<file path="src/rtl/bioprt_consts.vh">
// constants for the bidirectional i/o port block
`ifndef BIOPRT_CONSTS_VH
`define BIOPRT_CONSTS_VH

`define BIOPRT_ADDR_W          7
`define BIOPRT_FIRST_PORT_ADDR 7'h05
`define BIOPRT_SECOND_PORT_ADDR 7'h06
`define BIOPRT_THIRD_PORT_ADDR 7'h07
`define BIOPRT_FIRST_PORT_W    4
`define BIOPRT_DIR_RESET       8'hFF
`define BIOPRT_ZERO_BYTE       8'h00
`define BIOPRT_SEL_FIRST       2'h1
`define BIOPRT_SEL_SECOND      2'h2
`define BIOPRT_SEL_THIRD       2'h3

`endif

</file>
<file path="src/rtl/bioprt_ports.v">
// three general-purpose i/o ports with write-only direction registers
// What this block does
// a port read returns the live pin levels, never the output latches.
// any reset loads every direction register with all ones so every pin is an input.
// the first port at 05h has only four pins and bits 7 to 4 read as zero.
// the second port at 06h is a full eight-bit bidirectional port.
// address 07h is a third eight-bit port on some variants and plain storage on the rest.
// direction registers load only through the direction command and cannot be read.
// a direction bit of one floats the pin and zero drives the pin from its latch.
// output latches hold until software writes the port again.
// inputs are not latched, so outside circuitry holds a level until it is read.
// each pin has its own direction bit, so inputs and outputs mix in a port.
// bit set and clear read all pins, change one bit and write every latch.
// writes land at the end of the cycle and reads sample pins at its start.
// software should put an unrelated instruction between a write and a read of one port.
// data latches are not cleared by any reset and keep their contents.
// a direction write reaches the drivers at the end of the same cycle.
`timescale 1ns/100ps
`default_nettype none
`include "bioprt_consts.vh"

module bioprt_ports #(
    parameter HAS_THIRD_PORT = 1
) (
    // clock, reset, enable
    input  wire                       ref_clk_i,
    input  wire                       nrst_i,
    input  wire                       cyc_en_i,
    // core register side
    input  wire [`BIOPRT_ADDR_W-1:0]  file_addr_i,
    input  wire                       file_wr_i,
    input  wire [7:0]                 file_wdata_i,
    input  wire                       bit_op_i,
    input  wire                       bit_val_i,
    input  wire [2:0]                 bit_idx_i,
    input  wire                       dir_wr_i,
    input  wire [1:0]                 dir_sel_i,
    input  wire [7:0]                 work_reg_i,
    output wire [7:0]                 file_rdata_o,
    output wire                       file_hit_o,
    // first port pins
    input  wire [3:0]                 first_port_pin_i,
    output wire [3:0]                 first_port_pin_o,
    output wire [3:0]                 first_port_pin_oe_o,
    // second port pins
    input  wire [7:0]                 second_port_pin_i,
    output wire [7:0]                 second_port_pin_o,
    output wire [7:0]                 second_port_pin_oe_o,
    // third port pins
    input  wire [7:0]                 third_port_pin_i,
    output wire [7:0]                 third_port_pin_o,
    output wire [7:0]                 third_port_pin_oe_o
);

    reg  [3:0] first_latch_reg;
    reg  [7:0] second_latch_reg;
    reg  [7:0] third_latch_reg;
    reg  [3:0] first_port_direction_reg;
    reg  [7:0] second_port_direction_reg;
    reg  [7:0] third_port_direction_reg;
    reg  [7:0] rd_data;
    reg        rd_hit;
    reg  [7:0] wr_value;

    wire sel_first  = (file_addr_i == `BIOPRT_FIRST_PORT_ADDR);
    wire sel_second = (file_addr_i == `BIOPRT_SECOND_PORT_ADDR);
    wire sel_third  = (file_addr_i == `BIOPRT_THIRD_PORT_ADDR);
    wire wr_any     = cyc_en_i & (file_wr_i | bit_op_i);

    // pins read live and nothing holds them, so a level must stand until this read

    // without a third port the address reads its storage
    always @* begin
        rd_data = `BIOPRT_ZERO_BYTE;
        rd_hit  = 1'b1;
        if (sel_first) begin
            rd_data = {{(8-`BIOPRT_FIRST_PORT_W){1'b0}}, first_port_pin_i};
        end else if (sel_second) begin
            rd_data = second_port_pin_i;
        end else if (sel_third) begin
            rd_data = (HAS_THIRD_PORT != 0) ? third_port_pin_i : third_latch_reg;
        end else begin
            rd_hit = 1'b0;
        end
    end

    assign file_rdata_o = rd_data;
    assign file_hit_o   = rd_hit;

    // bit ops modify the sampled pin image, so input-pin latches pick up pin levels
    always @* begin
        wr_value = file_wdata_i;
        if (bit_op_i) begin
            wr_value            = rd_data;
            wr_value[bit_idx_i] = bit_val_i;
        end
    end

    // data latches have no reset: they survive every reset
    always @(posedge ref_clk_i) begin
        if (wr_any) begin
            if (sel_first) begin
                first_latch_reg <= wr_value[`BIOPRT_FIRST_PORT_W-1:0];
            end else if (sel_second) begin
                second_latch_reg <= wr_value;
            end else if (sel_third) begin
                third_latch_reg <= wr_value;
            end
        end
    end

    // direction registers, written only by the direction command
    always @(posedge ref_clk_i) begin
        if (!nrst_i) begin
            first_port_direction_reg  <= {`BIOPRT_FIRST_PORT_W{1'b1}};
            second_port_direction_reg <= `BIOPRT_DIR_RESET;
            third_port_direction_reg  <= `BIOPRT_DIR_RESET;
        end else if (cyc_en_i && dir_wr_i) begin
            case (dir_sel_i)
                `BIOPRT_SEL_FIRST: begin
                    first_port_direction_reg <= work_reg_i[`BIOPRT_FIRST_PORT_W-1:0];
                end
                `BIOPRT_SEL_SECOND: begin
                    second_port_direction_reg <= work_reg_i;
                end
                `BIOPRT_SEL_THIRD: begin
                    third_port_direction_reg <= work_reg_i;
                end
                default: begin
                end
            endcase
        end
    end

    // per-pin drivers: enable is the inverse of each direction bit
    genvar g;
    generate
        for (g = 0; g < 8; g = g + 1) begin : g_pin
            if (g < `BIOPRT_FIRST_PORT_W) begin : g_first
                assign first_port_pin_oe_o[g] = ~first_port_direction_reg[g];
                assign first_port_pin_o[g]    = first_latch_reg[g] & ~first_port_direction_reg[g];
            end
            assign second_port_pin_oe_o[g] = ~second_port_direction_reg[g];
            assign second_port_pin_o[g]    = second_latch_reg[g] & ~second_port_direction_reg[g];
            assign third_port_pin_oe_o[g]  = (HAS_THIRD_PORT != 0) & ~third_port_direction_reg[g];
            assign third_port_pin_o[g]     = third_latch_reg[g] & third_port_pin_oe_o[g];
        end
    endgenerate

endmodule

`default_nettype wire

</file>
<file path="config.mk">
export PLATFORM = sky130hd
export DESIGN_NAME = bioprt_ports
export DESIGN_NICKNAME = d
export VERILOG_FILES = /design/src/rtl/bioprt_ports.v
export VERILOG_INCLUDE_DIRS = /design/src /design/src/rtl
export SDC_FILE = /design/constraint.sdc
export NUM_CORES = 1
export LEC_CHECK = 0
export ABC_AREA = 1
export BUFFER_PORTS_ARGS = -buffer_cell sky130_fd_sc_hd__buf_2
export CELL_PAD_IN_SITES_DETAIL_PLACEMENT = 2
export CELL_PAD_IN_SITES_GLOBAL_PLACEMENT = 2
export CORE_ASPECT_RATIO = 0.6
export CORE_MARGIN = 2
export CORE_UTILIZATION = 24
export CTS_CLUSTER_DIAMETER = 40
export DETAILED_ROUTE_END_ITERATION = 10
export PLACE_DENSITY_LB_ADDON = 0.12
export SETUP_SLACK_MARGIN = 0.3
export SLEW_MARGIN = 25
export SYNTH_ARGS = -nofsm -noshare
export SYNTH_HDL_FRONTEND = slang
export SYNTH_SLANG_ARGS = --single-unit
</file>
<file path="constraint.sdc">
create_clock -name ref_clk_i -period 1.8 [get_ports ref_clk_i]
set_input_delay 0.27 -clock ref_clk_i [delete_from_list [all_inputs] [get_ports ref_clk_i]]
set_output_delay 0.27 -clock ref_clk_i [all_outputs]
set_load 0.01 [all_outputs]
</file>
After elaboration in Yosys (flattened, before gate mapping) --
Cells that the tools add are included.
Word-level totals: flip-flop bits (word level) 40, bits in writable memories 0, ROM bits 0, memories kept 0, latch bits 0, output and inout port bits 49
Operators by class: multipliers 0, $add $sub $neg 0, div/mod/pow operators 0, bitwise gates (word level) 44, eq/ne operators 6, reductions and logical operators 8, shifts and indexed selects 0, multiplexer cells 10, magnitude comparators 2
Operator list (count):
- 8-bit 2-to-1 mux | 4
- 1-bit inverter | 22
- 1-bit bitwise AND | 21
- 7-bit by 3-bit == test with 1-bit output (second input constant) | 3
- 8-bit bitwise mux | 1
- 2-bit AND reduction | 4
- 2-bit == test (second input constant) | 2
- 3-bit by 4-bit less-than comparator with 1-bit output (second input constant) | 1
- 1-bit 2-to-1 mux | 4
- 4-bit AND reduction | 1
- 1-bit demux with 3-bit select | 1
- 3-bit by 1-bit greater-or-equal comparator with 1-bit output (second input constant) | 1
- 3-bit AND reduction | 1
- 2-bit by 1-bit == test with 1-bit output (second input constant) | 1
- 1-bit logical AND | 2
- 1-bit OR | 1

Depth between registers and ports, before layout --
Gate-level depths: netlist of run 1.
depth after elaboration 6, depth in mapped cells 8, gate-level depth less buffers 7

Worst setup path before layout of run 1 --
No wires, ideal clock.
path kind input port to flip-flop, from input file_addr_i[4], to register second_latch_reg[0], enable pin, cell stages on the path 6, required time 1.430 ns, arrival time 1.105 ns, path buffers 1, slack 0.325 ns, cell sequence inv_1 > nand2_2 > nor2_4 > buf_4 > nand2_1 > nor2_1
Between the ends: cells in the longest elaborated chain, start to end 3, elaborated cells on any way between the ends 4, those cells by class eq/ne (2); bitwise (1); reduce/logical (1)
Ends and longest elaborated chain:
- start: declaration | RTL line bioprt_ports.v:30 | input wire [`BIOPRT_ADDR_W-1:0] file_addr_i,
- 7-bit by 3-bit == test with 1-bit output (no line)
- 1-bit inverter (no line)
- 3-bit AND reduction (no line) (*)
- end signal: assignment | RTL line bioprt_ports.v:105 | second_latch_reg <= wr_value;
- end: declaration | RTL line bioprt_ports.v:56 | reg [7:0] second_latch_reg;
Every way passes the cells marked *; elsewhere a longest branch is shown, timed or not. A chain may end at the register's enable or synchronous reset.

Final worst setup path of run 1 --
from input file_addr_i[3], to output file_rdata_o[3]
Between the ends: cells in the longest elaborated chain, start to end 4, elaborated cells on any way between the ends 6, those cells by class eq/ne (3); mux (3)
Ends and longest elaborated chain:
- 7-bit by 3-bit == test with 1-bit output (no line)
- 8-bit 2-to-1 mux | RTL line bioprt_ports.v:80 | end else if (sel_third) begin
- 8-bit 2-to-1 mux | RTL line bioprt_ports.v:78 | end else if (sel_second) begin
- 8-bit 2-to-1 mux (*) | RTL line bioprt_ports.v:76 | if (sel_first) begin
- end: declaration | RTL line bioprt_ports.v:39 | output wire [7:0] file_rdata_o,
Marks and branches as above.

==> results of run 1 <==
[metrics by stage]
stage                      util  worst slack [ps]  hold slack (ps)
after global routing      0.343               294              262
final                     0.343               381              237
after global placement    0.322               243              503
after floorplan               -               325              400
after CTS                 0.339               350              236
after detailed placement  0.322               179              515
[routing by layer]
layer  GRT usage  vias to the layer above  part of all wire
met4      0.0227                        0            0.0041
met1       0.221                     1041              0.50
met3      0.0412                        4             0.055
met5           0                        -                 0
met2       0.264                       51              0.44
li1            -                     1060                 -
[cell type report]
type	count	area share
clock buffer	7	0.0460
clock inverter	1	0.00174
inverter	59	0.0769
sequential	40	0.347
timing repair buffer	107	0.194
tap	112	0.0486
multi-input combinational	157	0.286
[placed cells by master (no fill, tap or decap)]
| cell | instances |
|---|---|
| clkinv_1 | 1 |
| nor2_4 | 6 |
| o21ai_0 | 7 |
| buf_12 | 1 |
| nand3_1 | 33 |
| clkinv_2 | 1 |
| buf_4 | 3 |
| inv_2 | 1 |
| nand3_2 | 1 |
| nand2_1 | 44 |
| o21ai_2 | 3 |
| nand4_1 | 4 |
| clkbuf_16 | 5 |
| nand2_4 | 1 |
| nor2_1 | 31 |
| nand2_2 | 4 |
| o21ai_1 | 1 |
| buf_2 | 103 |
| edfxtp_1 | 20 |
| o211ai_1 | 20 |
| clkbuf_1 | 2 |
| nor3_4 | 1 |
| inv_1 | 57 |
| dfxtp_1 | 20 |
| nor3_1 | 1 |
[critical path, stage by stage]
cell	delay [ps]
buf_2	100
inv_1	80
nand2_4	130
nor2_4	220
nand3_1	130
nand3_1	100
buf_2	130
[worst min path at each step]
stage                                                      to                                     start  slack (ps)
global route         third_port_direction_reg[6]$_SDFFE_PN1P_                             work_reg_i[6]         260
floorplan            first_port_direction_reg[0]$_SDFFE_PN1P_                             work_reg_i[0]         400
detailed placement   third_port_direction_reg[2]$_SDFFE_PN1P_  third_port_direction_reg[2]$_SDFFE_PN1P_         510
global placement     third_port_direction_reg[0]$_SDFFE_PN1P_  third_port_direction_reg[0]$_SDFFE_PN1P_         500
CTS                  third_port_direction_reg[4]$_SDFFE_PN1P_                             work_reg_i[4]         240
finish              second_port_direction_reg[6]$_SDFFE_PN1P_                             work_reg_i[6]         240
[power groups by stage]
stage                     clock (W)  sequential, W  combinational (W)
final                      0.000849       0.000983           0.000262
after global placement            0        0.00100           0.000245
after CTS                  0.000868       0.000984           0.000255
after floorplan                   0        0.00100           0.000118
after global routing       0.000922       0.000985           0.000295
after detailed placement          0        0.00100           0.000253
[logic make-up after synthesis]
logic type | Yosys count | synth area share
AO/OA/AOI/OAI | 31 | 0.106
buffers and inverters | 65 | 0.128
flip-flops | 40 | 0.488
AND/OR/NAND/NOR | 124 | 0.278
[timing repair]
action | in CTS | in global routing
pin swaps | 0 | 2
cloned | 0 | 2
gates resized for setup | 1 | 5
setup endpoints to repair | 4 | 8
==> metrics, run 1 <==
Cell Count, Final, Fillers Out 483; Reg2Reg Capture Point second_port_direction_reg[5]$_SDFFE_PN1P_; CTS buffer count 5; initial core utilization 0.244; hold path depth 3; max_slew headroom 0.728; leakage dissipation 1.63 nW; Final nets 425; Final Slew Violations 0; Power Density 727 mW/mm^2; setup tns final 0 ps; Fmax 705 MHz; RR Startpoint second_port_direction_reg[5]$_SDFFE_PN1P_; number of synthesized register bits 40; GRT Util Overall 0.161; Via Count 2156; crit end category primary output; Worst EP required 1530 ps; register area 0.00100 sq mm; DRT Pass-1 Iters 4; multi-input logic area 823 sq um; clock sink count 40; # placed instances 473; worst skew pair latency 280 ps; grt total ovfl 0; max-cap viol count 0; synth warn 0; Post-synth EDFFs 20; Internal Power 0.00159 W; Yosys cell types 21; Core ar. 0.00839 sq mm; Comb pwr share 0.125; H-tree levels 2; initial antenna violation count 0; PortBufs 103; final worst-path cycle share 0.788; R2R depth 2; Die ar. 0.00932 sq mm; global-route wire length before repair 11.2 mm; Hold Path Class input pin to register; diode count 0; sequential power share 0.470; Synth async-reset ratio 0; Crit Path Class input pin to primary output; Sw Pwr 0.000505 W; top-count cell post-synth inv_1; CTS Root Cell clkbuf_16; Placer Congestion 0.708; crit path launch file_addr_i[3]; Yosys top cell area share 0.293; Antenna Nets Post-Route 0; Reg2Reg Setup Slack 1130 ps; DR WL/cell 15.2 um; Fin. Hold Viols 0; Max VDD drop 0.333 mV; placed cell area 0.00271 sq mm; vias in the first global route 2221; crit-path max FO 5; die height 75.6 um; synthesized area 0.00205 sq mm; CTS clk-pin slew, worst paths 50 ps; fillcell total 985; vias per inst 4.46; Slew @ Worst Pin 408 ps; Ports 104; ranking of synthesized cells by area edfxtp_1 29%, dfxtp_1 20%, inv_1 10%; sequential-to-total area share from yosys stat 0.488; Pwr Total 0.00209 W; Post-synth top cells 57 x inv_1, 45 x nand2_1, 33 x nand3_1; post-synthesis area per instance 7.88 sq um; Sw Ratio 0.241; DIE WIDTH 123 um; Synth area leader edfxtp_1; num rows 26; final setup fails 0; CP startpoint kind input pin; cts hold-fix bufs 0; Design Area, Final 0.00288 sq mm; Crit path arrival time 1150 ps; status complete, no violations; Mapped Nets 315; post-layout min period 1420 ps; clock power share 0.405; DRT Wirelength 7.33 mm; Max clock buf depth 2; TritonCTS clock tree built; post-DP HPWL 5.87 mm; postcts setup bufs 0; Synth Flop Type edfxtp_1; Area Growth Syn to Fin 40.6%; largest net degree at the start of global routing 24; DRC violations left 0; layout cells sized above 1 0.350; RSZ-0062 raised after global routing yes; Final Skew 0 ps; Iteration-0 DRC Markers 56; Post-Syn Instances 260; CP endpoint file_rdata_o[3]
Note: power is estimated with default switching activity, not from simulation.
==> inputs of run 2 (changes only) <==
--- a/config.mk
+++ b/config.mk
@@ -6,13 +6,13 @@
 export SDC_FILE = /design/constraint.sdc
 export NUM_CORES = 1
 export LEC_CHECK = 0
-export ABC_AREA = 1
+export ABC_AREA = 0
 export BUFFER_PORTS_ARGS = -buffer_cell sky130_fd_sc_hd__buf_2
 export CELL_PAD_IN_SITES_DETAIL_PLACEMENT = 2
 export CELL_PAD_IN_SITES_GLOBAL_PLACEMENT = 2
 export CORE_ASPECT_RATIO = 0.6
 export CORE_MARGIN = 2
-export CORE_UTILIZATION = 24
+export CORE_UTILIZATION = 26
 export CTS_CLUSTER_DIAMETER = 40
 export DETAILED_ROUTE_END_ITERATION = 10
 export PLACE_DENSITY_LB_ADDON = 0.12
==> constraint.sdc (replaced) <==
create_clock -name ref_clk_i -period 1.5 [get_ports ref_clk_i]
set_input_delay 0.225 -clock ref_clk_i [delete_from_list [all_inputs] [get_ports ref_clk_i]]
set_output_delay 0.225 -clock ref_clk_i [all_outputs]
set_load 0.01 [all_outputs]
==> run 2 against run 1 <==
  * Cell count down 8.3%
  * First-iteration DRC count is 11% lower
  * Final area rose by 16%
  * Critical endpoint is now file_rdata_o[1]
  * Register-to-register slack got worse by 340 ps
  * Critical path type unchanged
  * Clock power grew 19%
  * Clock-buffer cell count stayed put
  * Core utilization increased by 8.5 points
  * Worst setup slack got worse by 260 ps
==> metrics, run 2 <==
TritonCTS clock tree built; RSZ-0062 raised after global routing yes; Final Skew 0 ps (unchanged); Final nets 389 (-8.5%); largest net degree at the start of global routing 21 (-13%); crit-path cells buf_8 > buf_6 > mux2_4 > a22oi_2 > nor2_1 > buf_2; sequential-to-total area share from yosys stat 0.486 (-0.00208); Worst Path Buf+Inv 3 (unchanged); num rows 25 (-3.8%); post-DP HPWL 5.97 mm (+1.8%); Slew @ Worst Pin 617 ps (+209 ps); Hold Path Class input pin to register; Max VDD drop 0.430 mV (+29%); crit-path max FO 4 (-1); fillcell total 848 (-14%); Fin. Hold Viols 0 (unchanged); Antenna Nets Post-Route 0 (unchanged); Die ar. 0.00867 sq mm (-7.0%); max_slew headroom 0.587 (-0.141); Area Growth Syn to Fin 62.1%; initial core utilization 0.264 (+0.0201); synthesized area 0.00206 sq mm (+0.43%); Synth Flop Type edfxtp_1; hold path depth 3 (unchanged); final setup fails 0 (unchanged); DRT Wirelength 8.07 mm (+10%); Mapped Nets 266 (-16%); most common cell after layout, fill and taps aside buf_2; synth warn 0 (unchanged); R2R depth 2 (unchanged); Via Count 2033 (-5.7%); clock sink count 40 (unchanged); grt total ovfl 0 (unchanged); diode count 0 (unchanged); DIE WIDTH 119 um (-3.6%); ranking of synthesized cells by area edfxtp_1 29%, dfxtp_1 19%, nor2b_1 7.0%; final worst-path cycle share 0.917; vias in the first global route 2265 (+2.0%); Worst EP required 1270 ps (-260 ps); Synth async-reset ratio 0 (unchanged); most frequent cells in the layout 96 x buf_2, 21 x nand2_1, 20 x inv_1, 20 x edfxtp_1, 20 x dfxtp_1; Fmax 727 MHz; Placer Congestion 0.798 (+13%); Yosys top cell area share 0.292 (-0.00125); Hold Crit Endpoint third_port_direction_reg[5]$_SDFFE_PN1P_; number of synthesized register bits 40 (unchanged); slowest cell delay on critical path 300 ps (+80 ps); Pwr Total 0.00266 W (+27%); Hold Startpoint work_reg_i[5]; vias per inst 4.59 (+2.8%); DRC violations left 0 (unchanged); CTS Root Cell clkbuf_16; crit path launch file_addr_i[0]; initial antenna violation count 0 (unchanged); Post-Syn Instances 211 (-19%); worst skew pair latency 280 ps (about the same); Reg2Reg Setup Slack 790 ps (-340 ps); post-synthesis area per instance 9.75 sq um (+24%); Post-synth EDFFs 20 (unchanged); dpl ws -25.5 ps (-204 ps); layout cells sized above 1 0.513 (+0.163); status complete, no violations; die height 72.9 um (-3.5%); leakage dissipation 1.59 nW (-2.1%); Largest delay share family, worst path buffers and inverters; Crit path arrival time 1150 ps (about the same); Core ar. 0.00779 sq mm (-7.2%); Crit Path Class input pin to primary output; PortBufs 103 (unchanged); Reg2Reg Capture Point second_port_direction_reg[6]$_SDFFE_PN1P_; DRT Pass-1 Iters 4 (unchanged); crit end category primary output; Max clock buf depth 2 (unchanged); Synth area leader edfxtp_1; CTS buffer count 5 (unchanged); Power Density 797 mW/mm^2 (+9.7%); Critical-path top delay cell mux2_4; RR Startpoint second_port_direction_reg[6]$_SDFFE_PN1P_; GRT Util Overall 0.186 (+0.0247); Post-synth top cells 23 x nor2b_1, 22 x nand2_1, 20 x dfxtp_1, 20 x edfxtp_1, 20 x inv_1; worst setup margin 124 ps (-257 ps); max-cap viol count 0 (unchanged); Final Slew Violations 0 (unchanged); H-tree levels 2 (unchanged); Ports 104 (unchanged); CP startpoint kind input pin; Iteration-0 DRC Markers 50 (-11%); top-count cell post-synth nor2b_1; global-route wire length before repair 12.3 mm (+9.0%); post-layout min period 1380 ps; DR WL/cell 18.2 um (+20%); cts hold-fix bufs 0 (unchanged); Yosys cell types 37 (+76%); CTS clk-pin slew, worst paths 50 ps (about the same)
run 2: changes by cell type after synthesis, sizes merged, moves of 5 or more:
cell    previous run  this run
mux2i              0         8
o21ai             11         2
nand4b             0         6
nor2              35        17
nand2b             0         6
inv               58        20
nand2             49        23
nor2b              0        23
nand3             34         3
clkbuf             2         7
run 2: cell type report:
type / count / area, sq um / share of cell area
clock buffer: 7 / 133 / 0.0398
clock inverter: 1 / 3.75 / 0.00113
inverter: 20 / 75.1 / 0.0225
multi-input combinational: 138 / 1160 / 0.347
sequential: 40 / 1000 / 0.300
tap: 108 / 135 / 0.0405
timing repair buffer: 129 / 831 / 0.249
run 2: worst min-delay path, stage by stage:
cell      delay [ps]
buf_2             90
nand2_1           40
o211ai_1          70
run 2: worst max path at each step:
stage / to / cells past startpoint
2_1_floorplan: second_latch_reg[0]$_DFFE_PP_ / 3
3_3_place_gp: third_latch_reg[1]$_DFFE_PP_ / 4
3_5_place_dp: first_latch_reg[0]$_DFFE_PP_ / 4
4_1_cts: file_rdata_o[0] / 6
5_1_grt: file_rdata_o[1] / 6
6_report: file_rdata_o[1] / 6
run 2: report_power, final:
group | total [W] | switching, W | internal (W) | leakage [nW]
clock network | 0.00101 | 0.000401 | 0.000612 | 0.0655
logic | 0.000464 | 0.000242 | 0.000222 | 1.20
registers | 0.00118 | 0.0000127 | 0.00117 | 0.327
run 2: cell families after synthesis:
kind of cell	Yosys count	synth area share
buf+inv	33	0.0681
mux	12	0.0644
compound gates	34	0.132
simple gates	92	0.249
flops	40	0.486
run 2: routing by layer:
metal	vias up	part of all wire	global-route usage	wire, um
met5	-	0	0	0
met1	982	0.47	0.253	3820
met3	9	0.035	0.0406	280
li1	994	-	-	-
met4	0	0.011	0.0542	86
met2	48	0.48	0.299	3890
run 2: through the flow:
stage	instances	TNS (ps)	cell area, sq um	utilization	hold slack, ps
2_1_floorplan	211	0	2130	-	350
3_3_place_gp	422	0	2830	0.364	472
3_5_place_dp	422	-127	2830	0.364	477
4_1_cts	440	0	3120	0.400	186
5_1_grt	443	0	3340	0.428	193
6_report	443	0	3340	0.428	184
run 2: repair_timing:
action / 4_1_cts / 5_1_grt
gates resized for setup: 15 / 38
buffers inserted: 10 / 3
setup endpoints to repair: 18 / 34
pin swaps: 13 / 15
